===== config.mk =====
export PLATFORM = sky130hd
export DESIGN_NAME = cesr_channel_event_status
export DESIGN_NICKNAME = d
export VERILOG_FILES = /design/src/pkg/cesr_pkg.sv /design/src/verilog/cesr_channel_event_status.sv
export SDC_FILE = /design/constraint.sdc
export NUM_CORES = 1
export LEC_CHECK = 0
export CAP_MARGIN = 25
export CORE_MARGIN = 2
export CORE_UTILIZATION = 32
export CTS_CLUSTER_SIZE = 20
export DETAILED_ROUTE_END_ITERATION = 6
export DONT_BUFFER_PORTS = 1
export MAX_ROUTING_LAYER = met4
export PLACE_DENSITY = 0.45
export SETUP_SLACK_MARGIN = 0.02
export SLEW_MARGIN = 40
export SYNTH_ARGS = -nofsm -noshare
export SYNTH_HDL_FRONTEND = slang
export SYNTH_SLANG_ARGS = --single-unit

===== constraint.sdc =====
create_clock -name mclk -period 4.8 [get_ports mclk]
set_input_delay 0.96 -clock mclk [delete_from_list [all_inputs] [get_ports mclk]]
set_output_delay 0.96 -clock mclk [all_outputs]
set_load 0.02 [all_outputs]

===== src/pkg/cesr_pkg.sv =====
// constants for the per-channel event latch and alarm state registers
// assumes an 8-bit register address: high nibble channel, low nibble register
package cesr_pkg;

  // ****************************************************************
  // channel layout
  // ****************************************************************
  localparam int unsigned NUM_CH = 12;
  localparam int unsigned EV_W   = 4;   // latched change events per channel
  localparam int unsigned AL_W   = 7;   // live alarm bits per channel

  // ****************************************************************
  // address decode
  // ****************************************************************
  localparam logic [3:0] M_LOW_LAST   = 4'h5;  // first bank: channels 0..5
  localparam logic [3:0] M_HIGH_FIRST = 4'h8;  // second bank: channels 6..11
  localparam logic [3:0] M_HIGH_LAST  = 4'hD;
  localparam logic [3:0] M_BANK_GAP   = 4'h2;  // high nibble 8 maps to channel 6
  localparam logic [3:0] REG_EVENT    = 4'h2;  // channel_event_latch
  localparam logic [3:0] REG_ALARM    = 4'h3;  // channel_alarm_state

  // ****************************************************************
  // field positions and reset values
  // ****************************************************************
  localparam int unsigned BIT_DRV_MON   = 0;
  localparam int unsigned BIT_SIG_LOST  = 1;
  localparam int unsigned BIT_LOCK_LOST = 2;
  localparam int unsigned BIT_FIFO_LIM  = 3;
  localparam int unsigned BIT_ANA_LOST  = 4;
  localparam int unsigned BIT_DIG_LOST  = 5;
  localparam int unsigned BIT_PRBS_LOST = 6;
  localparam logic [3:0] EVENT_RST = 4'h0;
  localparam logic [6:0] ALARM_RST = 7'h00;
  localparam logic [7:0] RDATA_RST = 8'h00;
  localparam logic [3:0] EV_RSVD   = 4'h0;  // bits 7..4 of the event latch
  localparam logic       AL_RSVD   = 1'h0;  // bit 7 of the alarm state

endpackage


===== src/verilog/cesr_channel_event_status.sv =====
// per-channel change-event latching and live alarm reporting, twelve channels
// assumes condition and enable inputs synchronous to mclk, and a host read
// strobe up_rd of one cycle with up_addr stable in that cycle
`timescale 1ns/10ps

module cesr_channel_event_status (
  // clock and reset
  input  wire logic        mclk,
  input  wire logic        sys_rst,
  // live conditions, one bit per channel
  input  wire logic [11:0] fifo_limit_alarm,
  input  wire logic [11:0] receive_lock_lost,
  input  wire logic [11:0] receive_signal_lost,
  input  wire logic [11:0] transmit_drive_monitor,
  input  wire logic [11:0] prbs_sync_lost,
  input  wire logic [11:0] digital_signal_lost,
  input  wire logic [11:0] analog_signal_lost,
  // enables, four bits per channel in event-latch bit order
  input  wire logic [47:0] channel_event_enable,
  // parallel register port, read side
  input  wire logic [7:0]  up_addr,
  input  wire logic        up_rd,
  output logic      [7:0]  up_rdata,
  output logic             up_rvalid
);

  // ****************************************************************
  // address decode
  // ****************************************************************
  logic [3:0] sel_ch;
  logic       sel_valid;
  logic       rd_event;
  logic       rd_alarm;
  logic [3:0] hi_nib;

  // unmapped channel nibbles (6, 7, E, F) select nothing and read as zero
  always_comb begin
    hi_nib    = up_addr[7:4];
    sel_ch    = 4'h0;
    sel_valid = 1'b0;
    if (hi_nib <= cesr_pkg::M_LOW_LAST) begin
      sel_valid = 1'b1;
      sel_ch    = hi_nib;
    end else if (hi_nib >= cesr_pkg::M_HIGH_FIRST && hi_nib <= cesr_pkg::M_HIGH_LAST) begin
      sel_valid = 1'b1;
      sel_ch    = hi_nib - cesr_pkg::M_BANK_GAP;
    end
    rd_event = up_rd && sel_valid && (up_addr[3:0] == cesr_pkg::REG_EVENT);
    rd_alarm = up_rd && sel_valid && (up_addr[3:0] == cesr_pkg::REG_ALARM);
  end

  // ****************************************************************
  // change detection primer
  // ****************************************************************
  logic primed_q;
  logic primed_d;

  // the first cycle after reset only loads the previous-state flops, so a
  // condition already standing at reset release is not taken as a change
  always_comb begin
    primed_d = 1'b1;
  end

  always_ff @(posedge mclk or posedge sys_rst) begin
    if (sys_rst) begin
      primed_q <= 1'b0;
    end else begin
      primed_q <= primed_d;
    end
  end

  // ****************************************************************
  // per-channel state
  // ****************************************************************
  logic [3:0] latch_q [cesr_pkg::NUM_CH];
  logic [6:0] alarm_q [cesr_pkg::NUM_CH];

  // one slice per channel; conditions are gathered here in alarm bit order,
  // so the low four bits of each slice's input are its event conditions
  for (genvar i = 0; i < cesr_pkg::NUM_CH; i++) begin : g_ch
    logic [6:0] live_w;
    logic       clr_w;

    always_comb begin
      live_w[cesr_pkg::BIT_FIFO_LIM]  = fifo_limit_alarm[i];
      live_w[cesr_pkg::BIT_LOCK_LOST] = receive_lock_lost[i];
      live_w[cesr_pkg::BIT_SIG_LOST]  = receive_signal_lost[i];
      live_w[cesr_pkg::BIT_DRV_MON]   = transmit_drive_monitor[i];
      live_w[cesr_pkg::BIT_ANA_LOST]  = analog_signal_lost[i];
      live_w[cesr_pkg::BIT_DIG_LOST]  = digital_signal_lost[i];
      live_w[cesr_pkg::BIT_PRBS_LOST] = prbs_sync_lost[i];
      // only a read of this channel's event latch clears it
      clr_w = rd_event && (sel_ch == 4'(i));
    end

    cesr_chan_slice #(
      .EV_BITS (cesr_pkg::EV_W),
      .AL_BITS (cesr_pkg::AL_W)
    ) i_cesr_chan_slice (
      .mclk    (mclk),
      .sys_rst (sys_rst),
      .primed  (primed_q),
      .clr     (clr_w),
      .live    (live_w),
      .enable  (channel_event_enable[i*cesr_pkg::EV_W +: cesr_pkg::EV_W]),
      .latch   (latch_q[i]),
      .alarm   (alarm_q[i])
    );
  end

  // ****************************************************************
  // read data
  // ****************************************************************
  logic [7:0] rdata_q;
  logic [7:0] rdata_d;
  logic       rvalid_q;
  logic       rvalid_d;

  // data holds until the next read; the latch is sampled before its clear
  always_comb begin
    rdata_d  = rdata_q;
    rvalid_d = up_rd;
    if (up_rd) begin
      rdata_d = cesr_pkg::RDATA_RST;
      if (rd_event) begin
        rdata_d = {cesr_pkg::EV_RSVD, latch_q[sel_ch]};
      end else if (rd_alarm) begin
        rdata_d = {cesr_pkg::AL_RSVD, alarm_q[sel_ch]};
      end
    end
  end

  always_ff @(posedge mclk or posedge sys_rst) begin
    if (sys_rst) begin
      rdata_q  <= cesr_pkg::RDATA_RST;
      rvalid_q <= 1'b0;
    end else begin
      rdata_q  <= rdata_d;
      rvalid_q <= rvalid_d;
    end
  end

  assign up_rdata  = rdata_q;
  assign up_rvalid = rvalid_q;

endmodule

// ****************************************************************
// channel slice: change detection, event latch and live alarm copy
// ****************************************************************
// the slice knows nothing of addresses; the top decides which read clears it
module cesr_chan_slice #(
  parameter int unsigned EV_BITS = cesr_pkg::EV_W,  // latched change events
  parameter int unsigned AL_BITS = cesr_pkg::AL_W   // live alarm bits
) (
  // clock and reset
  input  wire logic               mclk,
  input  wire logic               sys_rst,
  // shared primer and per-channel clear from the top
  input  wire logic               primed,
  input  wire logic               clr,
  // live conditions in alarm bit order, the low bits being the event sources
  input  wire logic [AL_BITS-1:0] live,
  input  wire logic [EV_BITS-1:0] enable,
  // registered event latch and alarm copy
  output logic      [EV_BITS-1:0] latch,
  output logic      [AL_BITS-1:0] alarm
);

  // ****************************************************************
  // change detection and latching
  // ****************************************************************
  logic [EV_BITS-1:0] prev_q;
  logic [EV_BITS-1:0] prev_d;
  logic [EV_BITS-1:0] latch_q;
  logic [EV_BITS-1:0] latch_d;
  logic [AL_BITS-1:0] alarm_q;
  logic [AL_BITS-1:0] alarm_d;
  logic [EV_BITS-1:0] change;

  // a condition declared and cleared again between two reads leaves its bit
  // set although the alarm copy shows it gone: the latch records that
  // something happened, the alarm copy what stands now
  always_comb begin
    prev_d  = live[EV_BITS-1:0];
    // declare and clear edges both count, but not in the primer cycle
    change  = (prev_d ^ prev_q) & {EV_BITS{primed}};
    // set wins: a new enabled change in the read cycle survives the clear
    latch_d = (clr ? EV_BITS'(cesr_pkg::EVENT_RST) : latch_q)
            | (change & enable);
    alarm_d = live;
  end

  // ****************************************************************
  // registers
  // ****************************************************************
  // a reset drops every pending event, so a change that straddles it is
  // lost; only the alarm copy tells the host what stands afterwards
  always_ff @(posedge mclk or posedge sys_rst) begin
    if (sys_rst) begin
      prev_q  <= EV_BITS'(cesr_pkg::EVENT_RST);
      latch_q <= EV_BITS'(cesr_pkg::EVENT_RST);
      alarm_q <= AL_BITS'(cesr_pkg::ALARM_RST);
    end else begin
      prev_q  <= prev_d;
      latch_q <= latch_d;
      alarm_q <= alarm_d;
    end
  end

  assign latch = latch_q;
  assign alarm = alarm_q;

endmodule


# After elaboration in Yosys (flattened, before gate mapping)
# Cells that the tools add are included.
[totals] register_bits=190 latchBits=0 mem_bits_rw=0 rom_bits=0 inputBits=143 output_inout_bits=9 memories=0
[op_classes] addsub=1 multipliers=0 div_mod_pow=0 magnitude_cmp=4 n_eq_ne=13 shifts=0 mux=24 bitwise=49 reduce_logical=17
[op_table] operator="4-bit AND" count=24
[op_table] operator="4-bit 2-to-1 mux" count=16
[op_table] operator="4-bit OR" count=12
[op_table] operator="4-bit bitwise XOR" count=12
[op_table] operator="7-bit binary-select mux with 4-bit select" count=1
[op_table] operator="7-bit 2-to-1 mux" count=4
[op_table] operator="4-bit binary-select mux with 4-bit select" count=1
[op_table] operator="4-bit by 2-bit == test with 1-bit output, second input constant" count=4
[op_table] operator="4-bit by 3-bit == test with 1-bit output, second input constant" count=4
[op_table] operator="4-bit == test, second input constant" count=4
[op_table] operator="1-bit logical AND" count=16
[op_table] operator="5-bit greater-or-equal comparator, second input constant" count=1
[op_table] operator="4-bit NOT with 5-bit output" count=1
[op_table] operator="4-bit by 1-bit == test with 1-bit output, second input constant" count=1
[op_table] operator="4-bit greater-or-equal comparator, second input constant" count=1
[op_table] operator="4-bit by 3-bit less-or-equal comparator with 1-bit output, second input constant" count=1
[op_table] operator="4-bit less-or-equal comparator, second input constant" count=1
[op_table] operator="4-bit zero test" count=1
[op_table] operator="4-bit by 2-bit subtractor with 4-bit output, second input constant" count=1
[op_table] operator="1-bit 2-to-1 mux" count=2

# Depth between registers and ports, before layout
# Gate-level depths: netlist of the first run.
[logic_depth] word_depth=10 depth_mapped=11 mapped_depth_nobuf=8

# Hierarchy
# Synthesis of the first run repeated with hierarchy kept, for this count alone.
[hier_totals] hier_cells=611 area_unflattened_um2=6526.3
[modules_own_cells] module="cesr_chan_slice" instances=12 cells_per_inst=28 area_per_inst_um2=369.1 seq_area_each_um2=275.3
[modules_own_cells] module="cesr_channel_event_status" instances=1 cells_per_inst=275 area_per_inst_um2=2097.0 seq_area_each_um2=225.2

# Worst setup path after synthesis of the first run
# Ideal clock, no wire load.
[synth_timing] path_type="input to register" start="in up_addr[5]" end="reg rdata_q[0], in the netlist up_rdata[0]" arrival_time_ps=3089 slack_ps=1644 cell_stages=11 cell_sequence="buf_4 > buf_2 > inv_1 > ha_1 > nand2b_1 > a211oi_2 > and2_1 > buf_4 > o221ai_1 > a41oi_1 > a41o_1"
[synth_via] elab_chain_len=10 elab_cells_between_ends=21 cone_classes="1 x add/sub; 3 x order compare; 12 x mux; 1 x bitwise; 4 x reduce/logical"
[synth_lines] element="from (decl)" line="cesr_channel_event_status.sv:21" source="input wire logic [7:0] up_addr,"
[synth_lines] element="4-bit greater-or-equal comparator / 4-bit less-or-equal comparator (equally long branches)" line="cesr_channel_event_status.sv:44" source="end else if (hi_nib >= cesr_pkg::M_HIGH_FIRST && hi_nib <= cesr_pkg::M_HIGH_LAST) begin"
[synth_lines] element="1-bit logical AND" line="cesr_channel_event_status.sv:44"
[synth_lines] element="4-bit 2-to-1 mux" line="cesr_channel_event_status.sv:44"
[synth_lines] element="4-bit 2-to-1 mux" line="cesr_channel_event_status.sv:41" source="if (hi_nib <= cesr_pkg::M_LOW_LAST) begin"
[synth_lines] element="4-bit NOT with 5-bit output (implied by the code)" line="cesr_channel_event_status.sv:126, cesr_channel_event_status.sv:128"
[synth_lines] element="7-bit binary-select mux with 4-bit select" line="cesr_channel_event_status.sv:128" source="rdata_d = {cesr_pkg::AL_RSVD, alarm_q[sel_ch]};"
[synth_lines] element="7-bit 2-to-1 mux (implied by the code) (2 in series)" line="cesr_channel_event_status.sv:128"
[synth_lines] element="7-bit 2-to-1 mux" line="cesr_channel_event_status.sv:127" source="end else if (rd_alarm) begin"
[synth_lines] element="7-bit 2-to-1 mux *" line="cesr_channel_event_status.sv:125" source="if (rd_event) begin"
[synth_lines] element="to (signal assigned)" line="cesr_channel_event_status.sv:135" source="rdata_q <= cesr_pkg::RDATA_RST;"
[synth_lines] element="to (signal assigned)" line="cesr_channel_event_status.sv:138" source="rdata_q <= rdata_d;"
[synth_lines] element="to (decl)" line="cesr_channel_event_status.sv:114" source="logic [7:0] rdata_q;"
# Mark *: on every way between the ends. The rest lies on a longest branch, timed or not. The select of a mux whose other input is x is not followed.
# A chain may end at the register's enable or synchronous reset.

# Final worst setup path of the first run
# Same ends and word-level chain as after synthesis.

==> flow_metrics.py, run 1 <==
metrics = {
    "sta": {
        "fin_crit_ns": 3.04,
        "fin_skew_ns": 0.00729,
        "tightest_slew_ns": 0.812,
        "setup_viol": 0,
        "period_share": 0.634,
        "slew_viol_final": 0,
        "setup_tns_ns": 0,
        "rsz0062_at_grt": "false",
        "max_freq_mhz": 329,
        "final.setup.worst_slack_ns": 1.76,
        "hold_viol": 0,
        "slew_headroom": 0.458,
        "timing.hold.ws_ns": 0.488,
    },
    "cts": {
        "clkTransAtPathRegs_ns": 0.07,
        "cts_hold_buf": 0,
        "cts_inserted_buffers": 17,
        "clk_path_buf_depth": 2,
        "h-tree-depth": 4,
        "cts-root-buf": "clkbuf_16",
        "cts.sinks": 141,
        "insertion_delay_ns": 0.43,
        "cts_resized": 0,
        "post_cts_buffers": 0,
        "tritoncts": "yes",
    },
    "critical_path": {
        "worstPathBufferInverterCount": 1,
        "cp_cell_sequence": "inv_1 > ha_1 > nand2b_1 > a211oi_2 > and2_1 > o221ai_1 > a41oi_1 > a41o_1",
        "r2r_slack_ns": 3.04,
        "r2r_start": "g_ch[3].i_cesr_chan_slice.latch[0]",
        "critPathKind": "in2reg",
        "cp-start-kind": "primary input",
        "worstSetupEndpointType": "flop",
        "timing.rr.end": "up_rdata[0]",
        "worst-r2r-cell-count": 5,
        "cp.arrival_ns": 3.41,
        "max_stage_delay_ns": 0.68,
        "critPathSlowestCell": "a211oi_2",
        "critPathMaxFanout": 20,
        "crit_required_ns": 5.16,
        "crit_family": "compound AO/OA/AOI/OAI gates",
    },
    "layout": {
        "area_growth_pct": 12.3,
        "fin_nets": 652,
        "fillers": 1947,
        "multi_input_area_um2": 2590,
        "diodes": 0,
        "layout-drive-gt1-share": 0.115,
        "final_area_um2": 7090,
        "seqCellArea_um2": 3530,
    },
    "synth": {
        "yosys_warnings": 0,
        "syn-instance-count": 515,
        "post_synth_num_cell_types": 63,
        "synth_async_sr_flop_share": 1.00,
        "synth_edf_count": 0,
        "synth_top_area_cell": "dfrtp_1",
        "synthesis.area_um2": 6320,
        "yosys-top-cells-area": "dfrtp_1, a32o_1, xor2_1",
        "seq_area_frac_synth": 0.558,
        "postSynthAreaPerCell_um2": 12.3,
        "synth_ff_type": "dfrtp_1",
        "synth_top_area_frac": 0.558,
        "postSynthRegisterBits": 141,
        "syn-num-nets": 659,
    },
    "global_route": {
        "track_usage": 0.198,
        "antenna_found_initial": 0,
        "grt.overflow.total": 0,
        "met3_usage": 0.0709,
        "grtUsageMet1": 0.251,
        "grt_pass1_vias": 4615,
        "grt_first_pass_wirelength_um": 28600,
        "grt_max_degree": 107,
        "grt_busiest_layer": "met2",
        "use_met2": 0.293,
    },
    "min_path": {
        "hold_path.class": "in2async",
    },
    "pwr": {
        "switchingPower_w": 0.000727,
        "p_leak_nw": 2.76,
        "p_seq_frac": 0.454,
        "irDropWorstVdd_v": 0.000291,
        "power.internal_w": 0.00209,
        "power_frac_comb": 0.073,
        "power_w": 0.00282,
        "sw_frac_of_total": 0.258,
        "power_density_nw_per_um2": 397,
        "pwr-share-clk": 0.472,
    },
    "drt": {
        "drt-vias-per-instance": 5.61,
        "drc_errors": 0,
        "drtIter0Drc": 307,
        "dr.pass1.iters": 5,
        "routedWlPerCell_um": 25.1,
        "wirelength_um": 19700,
        "antenna_left": 0,
        "routed-via-count": 4407,
    },
    "placement": {
        "dpl_worst_slack_ns": 1.38,
        "dp_hpwl_um": 14300,
        "placedInstanceArea_um2": 6510,
        "port_buffers": 0,
        "gp_congestion": 0.869,
    },
    "floorplan": {
        "die_area_um2": 20900,
        "core-area_um2": 19400,
        "std_cell_rows": 51,
        "die_y_um": 145,
        "pin_count": 152,
        "initial_utilization": 0.326,
        "die_x_um": 145,
    },
    "run": {
        "max_cap_violations": 0,
    },
    "status": {
        "outcome": "complete, no violations",
    },
}
-- metrics by stage --
| stage | utilization | cells |
|---|---|---|
| floorplan | - | 515 |
| global placement | 0.335 | 754 |
| detailed placement | 0.335 | 754 |
| CTS | 0.366 | 785 |
| global route | 0.366 | 785 |
| finish | 0.366 | 785 |
-- metal layers --
metal / wire [um] / vias to the layer above
met1: 8570 / 2267
met4: 354 / 0
met3: 1690 / 23
met2: 9060 / 173
met5: 0 / -
li1: - / 1944
-- cells by family (layout without fill, tap and decap cells) --
family	Yosys count	count (layout)	share of synthesized area
XOR/XNOR	49	49	0.0691
buffers and inverters	37	42	0.0321
AND/OR/NAND/NOR	110	110	0.0871
adder cells (fa/ha/maj)	1	1	0.00198
AO/OA/AOI/OAI	142	142	0.195
other	2	2	0.00119
multiplexers	33	33	0.0554
flip-flops	141	141	0.558
-- cells in the final DEF (no fill, tap or decap), types with 7 or more instances in the layout --
cell type | netlist | final
dfrtp_1 | 141 | 141
inv_1 | 9 | 8
o221ai_1 | 9 | 9
o22ai_1 | 12 | 12
xor2_1 | 48 | 48
clkbuf_16 | 0 | 17
nor3_1 | 10 | 10
a32o_1 | 51 | 51
a221o_1 | 7 | 7
o21ai_0 | 11 | 11
mux2_2 | 10 | 10
nor2_1 | 30 | 30
nand2_1 | 38 | 38
mux2i_1 | 17 | 17
-- power groups by stage --
| stage | logic [W] | clock network [W] | registers [W] |
|---|---|---|---|
| floorplan | 0.000177 | 0 | 0.00129 |
| global placement | 0.000207 | 0 | 0.00130 |
| detailed placement | 0.000208 | 0 | 0.00130 |
| CTS | 0.000209 | 0.00136 | 0.00128 |
| global route | 0.000227 | 0.00141 | 0.00129 |
| finish | 0.000206 | 0.00133 | 0.00128 |
-- how the worst max path moves through the flow --
stage	from	end	slack, ns	cells after the start
after detailed placement	up_addr[5]	g_ch[4].i_cesr_chan_slice.latch[2]	1.38	7
after global routing	up_addr[5]	up_rdata[2]	1.60	8
after floorplan	sys_rst	g_ch[0].i_cesr_chan_slice.alarm[0]	0.06	1
after CTS	up_addr[5]	up_rdata[0]	1.81	8
final	up_addr[5]	up_rdata[0]	1.76	8
after global placement	up_addr[5]	up_rdata[2]	1.49	8
-- Yosys cell counts (2+ instances only) --
master / n
mux2_1: 6
buf_2: 6
o21ai_1: 6
buf_1: 2
a221o_1: 7
a221oi_1: 3
inv_1: 9
and2_1: 3
nor2_1: 30
xor2_1: 48
clkbuf_1: 10
nand3_1: 5
o21ai_0: 11
o221ai_1: 9
a21oi_1: 6
nor3_1: 10
mux2_2: 10
or2_2: 2
mux2i_1: 17
buf_6: 5
nor4_1: 3
a32o_1: 51
a311o_1: 3
nand2_1: 38
buf_4: 5
a41o_1: 3
o22ai_1: 12
a22o_1: 6
dfrtp_1: 141
a222oi_1: 5
a41oi_1: 2
conb_1: 2
a22oi_1: 4
a2111oi_0: 3
nand2b_1: 4
-- registers in the layout, indices dropped and copies added, names as in the netlist --
signal                         count
g_ch.i_cesr_chan_slice.alarm      82
g_ch.i_cesr_chan_slice.latch      48
g_ch.i_cesr_chan_slice.prev_q      2
primed_q                           1
up_rdata                           7
up_rvalid                          1
-- final cells by class --
type / instances / share of cell area
flip-flops and latches: 141 / 0.497
multi-input cells: 337 / 0.365
clock buffers: 17 / 0.0600
well taps: 265 / 0.0467
clock inverters: 14 / 0.0226
inverters: 9 / 0.00582
repair buffers: 2 / 0.00212
(Power assumes the default switching activity.)
==> run 2, diff against run 1 <==
==> constraint.sdc (replaced) <==
create_clock -name mclk -period 2.8 [get_ports mclk]
set_input_delay 0.56 -clock mclk [delete_from_list [all_inputs] [get_ports mclk]]
set_output_delay 0.56 -clock mclk [all_outputs]
set_load 0.02 [all_outputs]
==> run 2 against run 1 <==
Hold slack worse by 0.33 ns. Wire length is 1.2% lower. Global-route usage is 0.086 points higher. Design area is 0.97% higher. First-iteration DRC count is 9.4% higher. Clock skew is 0.0035 ns higher. Critical path type unchanged. Critical endpoint unchanged. Largest power group is now sequential cells.
==> flow_metrics.py, run 2 (same netlist as run 1, synthesis figures left out) <==
metrics = {
    "cts": {
        "insertion_delay_ns": 0.42,
        "cts_inserted_buffers": 17,
        "post_cts_buffers": 0,
        "h-tree-depth": 4,
        "cts-root-buf": "clkbuf_16",
        "clk_path_buf_depth": 2,
        "tritoncts": "yes",
        "cts_resized": 0,
        "clkTransAtPathRegs_ns": 0.06,
        "cts_hold_buf": 0,
        "cts.sinks": 141,
    },
    "min_path": {
        "hold_path.class": "in2async",
    },
    "layout": {
        "diodes": 0,
        "largest_reg_flops": 82,
        "area_growth_pct": 13.3,
        "layout-drive-gt1-share": 0.130,
        "final_common_cell": "dfrtp_1",
        "final_cell_mix": "dfrtp_1, a32o_1, xor2_1",
        "stdcell_count": 795,
        "fin_nets": 662,
    },
    "floorplan": {
        "die_x_um": 145,
        "die_y_um": 145,
        "core-area_um2": 19400,
        "die_area_um2": 20900,
        "std_cell_rows": 51,
        "pin_count": 152,
        "initial_utilization": 0.326,
    },
    "sta": {
        "slew_headroom": 0.449,
        "max_freq_mhz": 475,
        "period_share": 0.752,
        "setup_tns_ns": 0,
        "slew_viol_final": 0,
        "fin_skew_ns": 0.0108,
        "hold_viol": 0,
        "fin_crit_ns": 2.11,
        "setup_viol": 0,
        "rsz0062_at_grt": "false",
        "tightest_slew_ns": 0.826,
    },
    "drt": {
        "drt-vias-per-instance": 5.57,
        "routed-via-count": 4432,
        "routedWlPerCell_um": 24.4,
        "drc_errors": 0,
        "dr.pass1.iters": 5,
        "drtIter0Drc": 336,
        "antenna_left": 0,
        "wirelength_um": 19400,
    },
    "global_route": {
        "grt_max_degree": 142,
        "grt_busiest_layer": "met2",
        "grtUsageMet1": 0.260,
        "met3_usage": 0.0629,
        "use_met2": 0.300,
        "antenna_found_initial": 0,
        "grt_first_pass_wirelength_um": 29000,
        "grt.overflow.total": 0,
        "track_usage": 0.199,
        "grt_pass1_vias": 4642,
    },
    "critical_path": {
        "r2r_slack_ns": 1.09,
        "worst-r2r-cell-count": 5,
        "critPathMaxFanout": 20,
        "crit_required_ns": 3.17,
        "critPathKind": "in2reg",
        "cp.arrival_ns": 2.47,
        "timing.rr.end": "up_rdata[2]",
        "critPathCapture": "up_rdata[0]",
        "worstSetupEndpointType": "flop",
        "r2r_start": "g_ch[3].i_cesr_chan_slice.latch[2]",
        "cp-start-kind": "primary input",
        "crit_start": "up_addr[5]",
    },
    "pwr": {
        "pwr-share-clk": 0.460,
        "irDropWorstVdd_v": 0.000419,
        "power_density_nw_per_um2": 664,
        "switchingPower_w": 0.00119,
        "sw_frac_of_total": 0.250,
        "power.internal_w": 0.00357,
        "power_frac_comb": 0.079,
        "p_leak_nw": 2.79,
        "p_seq_frac": 0.461,
    },
    "status": {
        "outcome": "complete, no violations",
    },
    "placement": {
        "port_buffers": 0,
        "dp_hpwl_um": 14300,
        "gp_congestion": 0.871,
        "dp.cells": 764,
    },
    "run": {
        "max_cap_violations": 0,
    },
}
==> run 2: changes by cell type in the layout (fill, tap and decap cells not counted), sizes merged <==
| cell | delta |
|---|---|
| clkinvlp | +4 |
| buf | +10 |
| inv | -3 |
| clkbuf | +3 |
| clkinv | -3 |
| bufinv | -1 |
==> run 2: cell type report <==
cell class                 count  area, um^2
clock inverter                11         108
inverter                       9        37.5
clock buffer                  20         467
timing repair buffer          12         103
tap                          265         332
sequential                   141        3530
fill                        1964       12200
multi-input combinational    337        2590
==> run 2: power groups by stage <==
| stage | sequential (W) | combinational (W) | clock [W] |
|---|---|---|---|
| 2_1_floorplan | 0.00220 | 0.000304 | 0 |
| 3_3_place_gp | 0.00223 | 0.000376 | 0 |
| 3_5_place_dp | 0.00223 | 0.000377 | 0 |
| 4_1_cts | 0.00219 | 0.000379 | 0.00226 |
| 5_1_grt | 0.00220 | 0.000416 | 0.00233 |
| 6_report | 0.00219 | 0.000375 | 0.00219 |
==> run 2: per-layer routing <==
layer	vias up	wire [um]
met5	-	0
li1	1961	-
met3	19	1790
met4	0	168
met2	167	8970
met1	2285	8510
==> run 2: stage by stage <==
step           setup WS [ns]   util  total power, W  instance area (um^2)  hold WS (ns)
3_5_place_dp           0.245  0.340         0.00261                  6590         0.479
6_report               0.694  0.369         0.00476                  7160         0.157
2_1_floorplan         0.0442      -         0.00251                  6320         0.459
5_1_grt                0.551  0.369         0.00494                  7160         0.136
4_1_cts                0.710  0.369         0.00483                  7160         0.138
3_3_place_gp           0.306  0.340         0.00260                  6590         0.470
==> run 2: how the worst min path moves through the flow <==
stage	from	end	slack [ns]	depth (start not counted)
after floorplan	g_ch[2].i_cesr_chan_slice.latch[0]	g_ch[2].i_cesr_chan_slice.latch[0]	0.46	1
after global placement	g_ch[2].i_cesr_chan_slice.latch[1]	g_ch[2].i_cesr_chan_slice.latch[1]	0.47	1
after CTS	transmit_drive_monitor[5]	g_ch[5].i_cesr_chan_slice.alarm[0]	0.14	0
after detailed placement	g_ch[7].i_cesr_chan_slice.latch[1]	g_ch[7].i_cesr_chan_slice.latch[1]	0.48	1
after global routing	transmit_drive_monitor[1]	g_ch[1].i_cesr_chan_slice.alarm[0]	0.14	0
final	sys_rst	g_ch[1].i_cesr_chan_slice.alarm[3]	0.16	2
==> run 2: critical path: stages <==
cell and delay (ns):
inv_1 0.19, ha_1 0.32, nand2b_1 0.25, a211oi_2 0.27, and2_1 0.33, o221ai_1 0.17, a41oi_1 0.24, a41o_1 0.12
